$ cat src/inc/asfe_params.svh
// Constants for the audio serial format engine: map, reset values, lengths
// How it works
// RULE1: RJ sender places each LSB for capture on the last edge before frame change.
// RULE2: RJ transmitter launches the LSB on the falling edge just before frame change.
// RULE3: RJ frame clock high carries left, low carries right, unless inverted.
// RULE4: I2S receiver samples the MSB on the second rising edge after frame change.
// RULE5: I2S transmitter launches the MSB on the first falling edge after frame change.
// RULE6: I2S frame clock low carries left, high carries right, unless inverted.
// RULE7: DSP A receiver samples channel 1 left MSB on second edge after sync rise.
// RULE8: DSP primary receiver takes four pairs on one line; secondary only one pair.
// RULE9: DSP A transmitter launches left MSB on first falling edge; right follows.
// RULE10: DSP B receiver samples channel 1 left MSB on first edge after sync rise.
// RULE11: DSP B transmitter launches left MSB with the sync rise; right follows.
// RULE12: By default data and frame are sampled rising, data launched falling.
// RULE13: Bit-clock polarity bit 5 swaps the sample and launch edges.
// RULE14: Bit 4 inverts frame clock outside DSP; in DSP selects mode A or B.
// RULE15: Format field 1:0 is 11 DSP, 10 I2S, 01 LJ, 00 RJ; resets 10.
// RULE16: Word length field 3:2 is 32, 24, 20, 16 bits; resets to 24.
// RULE17: RJ with word length code 11 runs at 24 bits.
// RULE18: Words map to 24 bits: short ones zero padded, 32-bit drop 8 LSBs.
// RULE19: In 24-bit I2S sender may use up to 24 bits if halves last 24.
// RULE20: Exactly 32 bit clocks in a frame period forces 16-bit words; the code does so outside DSP only.
// RULE21: Software should not change the format while audio runs.
// RULE22: Secondary control bit 6 enables the secondary port; resets to 0.
// RULE23: LJ samples MSB first rising edge after change; launches it with change.
// RULE24: Non-DSP frame holds two words; each frame level lasts one word.
// RULE25: DSP frame holds eight words; sync rise marks the first word.
// RULE26: Disabled secondary port takes no samples, sends nothing, framing stays idle.
`ifndef ASFE_PARAMS_SVH
`define ASFE_PARAMS_SVH
`define ASFE_PRX_ADDR 7'h0C
`define ASFE_PTX_ADDR 7'h0D
`define ASFE_SEC_ADDR 7'h0E
`define ASFE_PRI_RST 7'h4A
`define ASFE_SEC_RST 7'h0A
`define ASFE_INT_W 24
`define ASFE_WL_16 6'h10
`define ASFE_WL_20 6'h14
`define ASFE_WL_24 6'h18
`define ASFE_WL_32 6'h20
`define ASFE_AUTO_LAST 8'h1F
`define ASFE_CNT_MAX 8'hFF
`endif

$ cat src/inc/asfe_pkg.sv
// Types shared by the audio serial format engine
`include "asfe_params.svh"
package asfe_pkg;
  typedef enum logic [1:0] {FMT_RJ, FMT_LJ, FMT_I2S, FMT_DSP} asfe_fmt_t;
  typedef struct packed {
    logic       en;   // Port enable
    logic       bcp;  // Bit-clock polarity
    logic       lrp;  // Frame polarity, or DSP mode B
    logic [1:0] wl;   // Word-length code
    asfe_fmt_t  fmt;  // Framing select
  } asfe_ctrl_t;
  typedef logic [`ASFE_INT_W-1:0] asfe_word_t;
  typedef struct packed {
    logic       wr;
    logic [6:0] addr;
    logic [8:0] wdata;
  } asfe_reg_req_t;
  typedef struct packed {
    logic                  valid;
    logic                  right;
    logic [1:0]            pair;
    logic [3:0][`ASFE_INT_W-1:0] word;
  } asfe_rx_t;
endpackage

$ cat src/core/asfe_top.sv
// Audio serial port framing: per-port engine and register front end
`timescale 1ns/1ps
`include "asfe_params.svh"

module asfe_port #(
  parameter int NLINE = 4,  // Serial data lines
  parameter int NPAIR = 4   // Stereo pairs in DSP format
) (
  input  logic                 core_clk,   // Core clock
  input  logic                 rst_b,      // Async reset
  input  asfe_pkg::asfe_ctrl_t ctrl,       // Port control
  input  logic                 bclk_pin,   // Bit clock
  input  logic                 lrclk_pin,  // Frame clock
  input  logic [NLINE-1:0]     din_pin,    // Serial data in
  input  asfe_pkg::asfe_word_t tx_left,    // Left word to send
  input  asfe_pkg::asfe_word_t tx_right,   // Right word to send
  output asfe_pkg::asfe_rx_t   rx,         // Received words
  output logic                 dout,       // Serial data out
  output logic                 tx_load     // Words taken
);
  import asfe_pkg::*;

  function automatic logic [7:0] start_of(input asfe_ctrl_t c);
    return (c.fmt == FMT_I2S || (c.fmt == FMT_DSP && !c.lrp)) ? 8'h01 : 8'h00;
  endfunction

  function automatic logic [5:0] wl_of(input asfe_ctrl_t c, input logic a16);
    logic [5:0] w;
    unique case (c.wl)
      2'b00: w = `ASFE_WL_16;
      2'b01: w = `ASFE_WL_20;
      2'b10: w = `ASFE_WL_24;
      2'b11: w = (c.fmt == FMT_RJ) ? `ASFE_WL_24 : `ASFE_WL_32; // RULE16 RULE17
    endcase
    if (a16 && c.fmt != FMT_DSP)
      w = `ASFE_WL_16; // RULE20
    return w;
  endfunction

  // Left-align the word, then keep the top 24 bits
  function automatic asfe_word_t to24(input logic [31:0] v, input logic [5:0] w);
    logic [31:0] t;
    t = v << (6'h20 - w);
    return t[31:8]; // RULE18
  endfunction

  function automatic logic [31:0] to32(input asfe_word_t v);
    return {v, 8'h00};
  endfunction

  // DSP pair: the right word starts just after the last left bit, not at bit 32
  function automatic logic [63:0] pack2(input asfe_word_t l, input asfe_word_t r,
                                        input logic [5:0] w);
    logic [63:0] keep;
    keep = ~(64'hFFFF_FFFF_FFFF_FFFF >> w);
    return ({to32(l), 32'h0} & keep) | ({to32(r), 32'h0} >> w); // RULE9 RULE11
  endfunction

  function automatic logic [7:0] inc8(input logic [7:0] x);
    return (x == `ASFE_CNT_MAX) ? x : x + 8'h01;
  endfunction

  logic [2:0]       bclk_q;
  logic [1:0]       lr_q;
  logic [3:0]       din_q1;
  logic [3:0]       din_q2;
  logic             samp_e;
  logic             launch_e;
  logic             dsp;
  logic             rj;
  logic             lr;
  logic             auto16;
  logic [5:0]       wl;
  logic             lr_rx;
  logic             ractive;
  logic [7:0]       rcnt;
  logic [7:0]       pcnt;
  logic [7:0]       rcur;
  logic [5:0]       bitw;
  logic [5:0]       ridx;
  logic [2:0]       slot;
  logic [2:0]       rslot;
  logic [3:0][31:0] rsh;
  logic [3:0][31:0] next_rsh;
  logic             rx_start;
  logic             rgo;
  logic             rdone;
  logic             lr_tx;
  logic             tact;
  logic             tx_start;
  logic             tgo;
  logic [7:0]       tcnt;
  logic [7:0]       tcur;
  logic [7:0]       half;
  logic [6:0]       tleft;
  logic [6:0]       tspan;
  logic [63:0]      tsh;
  logic [63:0]      tword;

  // Pins come from the host's clock; the link clock is only sampled here
  always_ff @(posedge core_clk or negedge rst_b)
  begin
    if (!rst_b)
    begin
      bclk_q <= 3'h0;
      lr_q   <= 2'h0;
      din_q1 <= 4'h0;
      din_q2 <= 4'h0;
    end
    else
    begin
      bclk_q <= {bclk_q[1:0], bclk_pin};
      lr_q   <= {lr_q[0], lrclk_pin};
      din_q1 <= 4'(din_pin);
      din_q2 <= din_q1;
    end
  end

  assign dsp      = ctrl.fmt == FMT_DSP; // RULE15
  assign rj       = ctrl.fmt == FMT_RJ;
  assign samp_e   = ctrl.en && bclk_q[2:1] == (ctrl.bcp ? 2'b10 : 2'b01); // RULE12 RULE13
  assign launch_e = ctrl.en && bclk_q[2:1] == (ctrl.bcp ? 2'b01 : 2'b10); // RULE12 RULE13
  assign lr       = lr_q[1] ^ (ctrl.lrp && !dsp); // RULE14
  assign wl       = wl_of(ctrl, auto16);

  // Frame period in sample edges, measured rise to rise
  always_ff @(posedge core_clk or negedge rst_b)
  begin
    if (!rst_b)
    begin
      pcnt   <= 8'h00;
      auto16 <= 1'b0;
    end
    else if (!ctrl.en)
    begin
      pcnt   <= 8'h00;
      auto16 <= 1'b0;
    end
    else if (samp_e)
    begin
      pcnt <= (lr && !lr_rx) ? 8'h00 : inc8(pcnt);
      if (lr && !lr_rx)
        auto16 <= pcnt == `ASFE_AUTO_LAST; // RULE20
    end
  end

  // DSP counts from the sync rise only; other formats from either level change
  assign rx_start = dsp ? (lr && !lr_rx) : (lr != lr_rx); // RULE25
  assign rcur     = rx_start ? 8'h00 : inc8(rcnt);
  assign rgo      = !rj && rcur == start_of(ctrl); // RULE4 RULE7 RULE10 RULE23
  assign ridx     = rgo ? 6'h00 : bitw;
  assign rslot    = rgo ? 3'h0 : slot;
  assign rdone    = (rgo || ractive) && ridx == wl - 6'h01;

  always_comb
  begin
    for (int i = 0; i < 4; i++)
      next_rsh[i] = {rsh[i][30:0], din_q2[i]};
  end

  always_ff @(posedge core_clk or negedge rst_b)
  begin
    if (!rst_b)
    begin
      // Saturated count: no word may start before a frame edge has been seen
      lr_rx   <= 1'b0;
      rcnt    <= `ASFE_CNT_MAX;
      ractive <= 1'b0;
      bitw    <= 6'h00;
      slot    <= 3'h0;
      rsh     <= '0;
    end
    else if (!ctrl.en)
    begin
      lr_rx   <= 1'b0; // RULE22 RULE26
      rcnt    <= `ASFE_CNT_MAX;
      ractive <= 1'b0;
      bitw    <= 6'h00;
      slot    <= 3'h0;
    end
    else if (samp_e)
    begin
      lr_rx <= lr;
      rcnt  <= rcur;
      rsh   <= next_rsh;
      if (rdone)
      begin
        bitw    <= 6'h00;
        slot    <= rslot + 3'h1;
        ractive <= dsp && rslot != 3'(2 * NPAIR - 1); // RULE8
      end
      else if (rgo || ractive)
      begin
        bitw    <= ridx + 6'h01;
        slot    <= rslot;
        ractive <= 1'b1;
      end
    end
  end

  // RJ words end on the edge before the level change, so they close on it
  always_ff @(posedge core_clk or negedge rst_b)
  begin
    if (!rst_b)
      rx <= '0;
    else
    begin
      rx.valid <= 1'b0;
      if (samp_e && rj && lr != lr_rx)
      begin
        rx.valid <= 1'b1;
        rx.right <= !lr_rx; // RULE1 RULE3
        rx.pair  <= 2'h0;
        for (int i = 0; i < 4; i++)
          rx.word[i] <= to24(rsh[i], wl);
      end
      else if (samp_e && rdone)
      begin
        rx.valid <= 1'b1;
        rx.right <= dsp ? rslot[0] : (ctrl.fmt == FMT_I2S) ? lr : !lr; // RULE6
        rx.pair  <= dsp ? rslot[2:1] : 2'h0; // RULE8
        for (int i = 0; i < 4; i++)
          rx.word[i] <= (dsp && i != 0) ? '0 : to24(next_rsh[i], wl);
      end
    end
  end

  // RJ launch point needs the previous half length; the first half sends nothing
  assign tx_start = dsp ? (lr && !lr_tx) : (lr != lr_tx);
  assign tcur     = tx_start ? 8'h00 : inc8(tcnt);
  assign tgo      = rj ? (tcur == half - 8'(wl)) : (tcur == start_of(ctrl)); // RULE2 RULE5
  assign tspan    = dsp ? {wl, 1'b0} : {1'b0, wl}; // RULE9 RULE11
  assign tword    = dsp ? pack2(tx_left, tx_right, wl)
                  : {to32(((ctrl.fmt == FMT_I2S) ? lr : !lr) ? tx_right : tx_left), 32'h0};

  always_ff @(posedge core_clk or negedge rst_b)
  begin
    if (!rst_b)
    begin
      lr_tx   <= 1'b0;
      tcnt    <= `ASFE_CNT_MAX;
      half    <= 8'h00;
      tact    <= 1'b0;
      tleft   <= 7'h00;
      tsh     <= '0;
      dout    <= 1'b0;
      tx_load <= 1'b0;
    end
    else if (!ctrl.en)
    begin
      lr_tx   <= 1'b0; // RULE26
      tcnt    <= `ASFE_CNT_MAX;
      half    <= 8'h00;
      tact    <= 1'b0;
      dout    <= 1'b0;
      tx_load <= 1'b0;
    end
    else
    begin
      tx_load <= launch_e && tgo;
      if (launch_e)
      begin
        lr_tx <= lr;
        tcnt  <= tcur;
        if (lr != lr_tx)
          half <= inc8(tcnt);
        if (tgo)
        begin
          dout  <= tword[63]; // RULE23
          tsh   <= tword << 1;
          tleft <= tspan - 7'h01;
          tact  <= tspan != 7'h01;
        end
        else if (tact)
        begin
          dout  <= tsh[63];
          tsh   <= tsh << 1;
          tleft <= tleft - 7'h01;
          tact  <= tleft != 7'h01;
        end
        else
          dout <= 1'b0;
      end
    end
  end
endmodule // asfe_port

module asfe_top (
  input  logic                    core_clk,           // 25 MHz core clock
  input  logic                    rst_b,              // Async reset
  input  asfe_pkg::asfe_reg_req_t reg_req,            // Register access
  output logic [8:0]              reg_rdata,          // Register read data
  input  logic                    pri_rx_bclk,        // Primary rx bit clock
  input  logic                    pri_rx_lrclk,       // Primary rx frame clock
  input  logic [3:0]              serial_data_inputs, // Primary rx data
  output asfe_pkg::asfe_rx_t      pri_rx,             // Primary rx words
  input  logic                    pri_tx_bclk,        // Primary tx bit clock
  input  logic                    pri_tx_lrclk,       // Primary tx frame clock
  input  asfe_pkg::asfe_word_t    pri_tx_left,        // Primary tx left word
  input  asfe_pkg::asfe_word_t    pri_tx_right,       // Primary tx right word
  output logic                    pri_tx_dout,        // Primary tx data
  output logic                    pri_tx_load,        // Primary words taken
  input  logic                    sec_bclk,           // Secondary bit clock
  input  logic                    sec_lrclk,          // Secondary frame clock
  input  logic                    sec_din,            // Secondary rx data
  input  asfe_pkg::asfe_word_t    sec_tx_left,        // Secondary tx left
  input  asfe_pkg::asfe_word_t    sec_tx_right,       // Secondary tx right
  output asfe_pkg::asfe_rx_t      sec_rx,             // Secondary rx words
  output logic                    sec_dout,           // Secondary tx data
  output logic                    sec_load            // Secondary words taken
);
  import asfe_pkg::*;

  asfe_ctrl_t primary_rx_format_ctrl;
  asfe_ctrl_t primary_tx_format_ctrl;
  asfe_ctrl_t secondary_format_ctrl;

  // Primary ports have no enable bit, so it is held set internally
  always_ff @(posedge core_clk or negedge rst_b)
  begin
    if (!rst_b)
    begin
      primary_rx_format_ctrl <= asfe_ctrl_t'(`ASFE_PRI_RST); // RULE15 RULE16
      primary_tx_format_ctrl <= asfe_ctrl_t'(`ASFE_PRI_RST);
      secondary_format_ctrl  <= asfe_ctrl_t'(`ASFE_SEC_RST); // RULE22
    end
    else if (reg_req.wr)
    begin
      case (reg_req.addr)
        `ASFE_PRX_ADDR: primary_rx_format_ctrl <= asfe_ctrl_t'({1'b1, reg_req.wdata[5:0]});
        `ASFE_PTX_ADDR: primary_tx_format_ctrl <= asfe_ctrl_t'({1'b1, reg_req.wdata[5:0]});
        `ASFE_SEC_ADDR: secondary_format_ctrl  <= asfe_ctrl_t'(reg_req.wdata[6:0]); // RULE22
        default: ;
      endcase
    end
  end

  always_ff @(posedge core_clk or negedge rst_b)
  begin
    if (!rst_b)
      reg_rdata <= 9'h000;
    else
    begin
      case (reg_req.addr)
        `ASFE_PRX_ADDR: reg_rdata <= {3'h0, primary_rx_format_ctrl[5:0]};
        `ASFE_PTX_ADDR: reg_rdata <= {3'h0, primary_tx_format_ctrl[5:0]};
        `ASFE_SEC_ADDR: reg_rdata <= {2'h0, secondary_format_ctrl};
        default:        reg_rdata <= 9'h000;
      endcase
    end
  end

  asfe_port #(.NLINE(4), .NPAIR(4)) u_pri_rx (
    .core_clk  (core_clk),
    .rst_b     (rst_b),
    .ctrl      (primary_rx_format_ctrl),
    .bclk_pin  (pri_rx_bclk),
    .lrclk_pin (pri_rx_lrclk),
    .din_pin   (serial_data_inputs),
    .tx_left   ('0),
    .tx_right  ('0),
    .rx        (pri_rx),
    .dout      (),
    .tx_load   ()
  );

  asfe_port #(.NLINE(1), .NPAIR(1)) u_pri_tx (
    .core_clk  (core_clk),
    .rst_b     (rst_b),
    .ctrl      (primary_tx_format_ctrl),
    .bclk_pin  (pri_tx_bclk),
    .lrclk_pin (pri_tx_lrclk),
    .din_pin   (1'b0),
    .tx_left   (pri_tx_left),
    .tx_right  (pri_tx_right),
    .rx        (),
    .dout      (pri_tx_dout),
    .tx_load   (pri_tx_load)
  );

  asfe_port #(.NLINE(1), .NPAIR(1)) u_sec (
    .core_clk  (core_clk),
    .rst_b     (rst_b),
    .ctrl      (secondary_format_ctrl),
    .bclk_pin  (sec_bclk),
    .lrclk_pin (sec_lrclk),
    .din_pin   (sec_din),
    .tx_left   (sec_tx_left),
    .tx_right  (sec_tx_right),
    .rx        (sec_rx),
    .dout      (sec_dout),
    .tx_load   (sec_load)
  );

endmodule // asfe_top

$ cat config.mk
export PLATFORM = sky130hd
export DESIGN_NAME = asfe_top
export DESIGN_NICKNAME = d
export VERILOG_FILES = /design/src/inc/asfe_pkg.sv /design/src/core/asfe_top.sv
export VERILOG_INCLUDE_DIRS = /design/src /design/src/inc
export SDC_FILE = /design/constraint.sdc
export NUM_CORES = 2
export LEC_CHECK = 0
export ABC_AREA = 1
export BUFFER_PORTS_ARGS = -buffer_cell sky130_fd_sc_hd__buf_4
export CAP_MARGIN = 20
export CORE_ASPECT_RATIO = 0.9
export CORE_UTILIZATION = 50
export DETAILED_ROUTE_END_ITERATION = 10
export PLACE_DENSITY_LB_ADDON = 0.12
export SLEW_MARGIN = 20
export SYNTH_ARGS = -nofsm -noshare
export SYNTH_HDL_FRONTEND = slang
export SYNTH_SLANG_ARGS = --single-unit
$ cat constraint.sdc
create_clock -name core_clk -period 6.4 [get_ports core_clk]
set_input_delay 0.64 -clock core_clk [delete_from_list [all_inputs] [get_ports core_clk]]
set_output_delay 0.64 -clock core_clk [all_outputs]
set_load 0.05 [all_outputs]
==> metrics <==
clock root buffer clkbuf_16; cts hold-fix bufs 0; Reg2Reg Launch Point secondary_format_ctrl[1]$_DFFE_PN1P_; pre-CTS setup slack around 1500 ps; total CTS buffers 69; remaining antenna violation count 0; CTS H-tree depth 3; WL final just over 100000 um; Worst EP arrival about 5500 ps; WL met2 roughly 47000 um; CTS Buffer Depth 3; Worst Setup Slack, final around 1500 ps; pins over their slew limit 0; Initial Util 0.504; Vias approximately 33000; gr ovfl total 0; Tcrit/Tclk final 0.772; clk sink count about 600; Critical-path top delay cell ha_1; antenna violations before repair 3; Met1 Wirelength ~46000 um; Synth Area per Inst 7.06 sq um; Worst slew margin 0.242; top sig layer met4; Fillers approximately 6800; cells along the critical path nand2_2 -> nand2_1 -> nand3_4 -> buf_4 -> ha_1 -> inv_1 -> o21ai_0 -> o21ai_0 -> o21ai_0 -> inv_1 -> nand2_1 -> nand2_1 -> inv_1; max incr delay on CP 900 ps; Die Span Y approximately 250 um; setup_tns 0 ps; worst path bufs/invs 4; Worst-path clk slew around 60 ps; Cells after Synth around 5000; DRT iter0 DRCs ~3100; most common flop cell mapped by yosys dfrtp_1; Seq/Total Area, Yosys 0.416; Crit Path Class flip-flop to flip-flop; cell family with most CP delay compound AO/OA/AOI/OAI gates; max_cap viols 0; minimum clock period 4940 ps; Worst Path Required between 6000 and 7000 ps; Post-CTS Setup Bufs 0; DR WL/cell ~17 um; final setup vio count 0; worst slew pin tran ~1100 ps; share of cells above drive strength 1 0.109; DP Wirelength 67900 um; vias per inst approximately 5.5; Critical Path End Type flip-flop; Die Footprint about 70000 sq um; R2R Setup Slk 1460 ps; Post-CTS Resized 0; Final Hold Viols 0; multi-input logic area roughly 17000 sq um; Seq cells post-synth approximately 600; Netlist cell types 58; CTS tree done; DRC viols 0; Finished Cell Area slightly below 40000 sq um; largest net degree at the start of global routing 221; gpl congestion ~0.9; Layout Nets roughly 5200; synthesized area about 35000 sq um; Power per Cell Area ~390 nW/um^2; Reg area roughly 15000 sq um; RSZ-0062 raised after global routing no; Synth warnings 0; clk_skew 24.4 ps; core footprint roughly 70000 sq um; # IOs about 340; WL met3 about 5000 um; most frequent cells in the layout nand2_1, o21ai_0, dfrtp_1; Total GRT Usage 0.277; VDD IR-drop max between 0.2 and 0.3 mV; area grow syn2layout 12.4%; clock latency on the worst-skew pair 620 ps; worst r2r dst u_sec.rx[19]$_DFFE_PN0P_; most common cell after layout, fill and taps aside nand2_1; f_max 202 MHz; Rows 92; first-pass GRT wire length about 160000 um; DRT Pass-1 Iters 6; status completed; share of async-settable or async-resettable flops after synthesis 1.00; number of global-route vias before repair 30000; Startpoint Class flip-flop; dpl cell area ~37000 sq um; IO buf count ~260; Die Wd 282 um; Hold Crit Class primary input to async pin; EDFF count, synth 0; maximum fanout along the worst path 58; r2r worst-path depth 13; Leak Pwr between 15 and 20 nW
## synth_stat cells, drive strengths merged (8+ instances only)
library cell  instances  share of area
a211oi               10         0.0021
a21oi               102          0.014
a22oi                25         0.0053
a31oi                13         0.0023
buf                 157          0.028
clkbuf              223          0.024
dfrtp               547           0.39
dfstp                38          0.028
ha                   37          0.013
inv                 488          0.052
mux2i                14         0.0040
nand2              1476           0.16
nand3               490          0.070
nand3b               33         0.0070
nand4               100          0.018
nor2                306          0.033
nor3                 31         0.0047
o211ai               56          0.012
o21ai               646          0.092
o221ai               14         0.0035
o22ai                36         0.0064
o31ai                 8         0.0017
or2                  57          0.010
xnor2                14         0.0035
xor2                 30         0.0074
## logic make-up (layout without fill, tap and decap cells)
| family | after synthesis | after routing | synth area share |
|---|---|---|---|
| compound gates | 940 | 940 | 0.147 |
| xor+xnor | 44 | 44 | 0.0109 |
| fa+ha+maj | 39 | 39 | 0.0142 |
| buf+inv | 872 | 923 | 0.104 |
| flops | 585 | 585 | 0.416 |
| mux | 20 | 20 | 0.00588 |
| other cells | 1 | 76 | 0.000106 |
| simple gates | 2501 | 2501 | 0.302 |
## sequential cells by signal (all words and copies together), names as in the netlist, 6 cells and up
| register | cells |
|---|---|
| u_pri_rx.rcnt | 8 |
| u_sec.half | 8 |
| reg_rdata | 7 |
| primary_tx_format_ctrl | 6 |
| primary_rx_format_ctrl | 6 |
| u_sec.rcnt | 8 |
| u_pri_tx.tleft | 7 |
| u_pri_rx.rx | 100 |
| u_pri_rx.pcnt | 8 |
| u_sec.tsh | 63 |
| u_pri_tx.tsh | 63 |
| u_sec.rx | 28 |
| u_sec.tcnt | 8 |
| u_pri_rx.bitw | 6 |
| u_sec.next_rsh | 31 |
| u_sec.tleft | 7 |
| u_sec.bitw | 6 |
| u_pri_rx.next_rsh | 124 |
| u_pri_tx.half | 8 |
| u_sec.pcnt | 8 |
| u_pri_tx.pcnt | 8 |
| u_pri_tx.tcnt | 8 |
| secondary_format_ctrl | 7 |
## worst max path at each step
stage	to	cells after the start	start	slack (ps)
2_1_floorplan	u_sec.rx[0]$_DFFE_PN0P_	23	secondary_format_ctrl[1]$_DFFE_PN1P_	2870
3_3_place_gp	u_sec.rx[20]$_DFFE_PN0P_	23	secondary_format_ctrl[1]$_DFFE_PN1P_	1560
3_5_place_dp	u_sec.rx[7]$_DFFE_PN0P_	22	secondary_format_ctrl[1]$_DFFE_PN1P_	1520
4_1_cts	u_sec.rx[7]$_DFFE_PN0P_	22	secondary_format_ctrl[1]$_DFFE_PN1P_	1510
5_1_grt	u_sec.rx[16]$_DFFE_PN0P_	23	secondary_format_ctrl[1]$_DFFE_PN1P_	1050
6_report	u_sec.rx[19]$_DFFE_PN0P_	13	secondary_format_ctrl[1]$_DFFE_PN1P_	1460
## layout make-up
type                       count  area share
antenna                        2    0.000126
clock buffer                  99      0.0505
clock inverter                20     0.00555
inverter                     492      0.0466
multi-input combinational   3618       0.437
sequential                   585       0.370
tap                          940      0.0296
timing repair buffer         312      0.0609
## stage by stage
step           hold slack, ps  utilization  total power [mW]  cells
2_1_floorplan             331            -              9.92   5075
3_3_place_gp              333        0.535              11.6   5947
3_5_place_dp              337        0.535              11.6   5947
4_1_cts                  95.4        0.567              15.6   6066
5_1_grt                   105        0.567              16.7   6068
6_report                 37.0        0.567              15.6   6068
## metal layers
layer  up-vias  GRT usage
li1      16400          -
met1     15700      0.401
met2       918      0.431
met3       161     0.0320
met4         0     0.0884
met5         -          0
## where the power goes
group	leakage (nW)	switching (mW)	total, mW	internal (mW)
Combinational	11.0	4.50	6.44	1.95
Sequential	7.58	0.609	5.22	4.61
Clock	1.09	1.62	3.92	2.30
Total	19.6	6.72	15.6	8.86
Power figures use the tool's default switching activity.
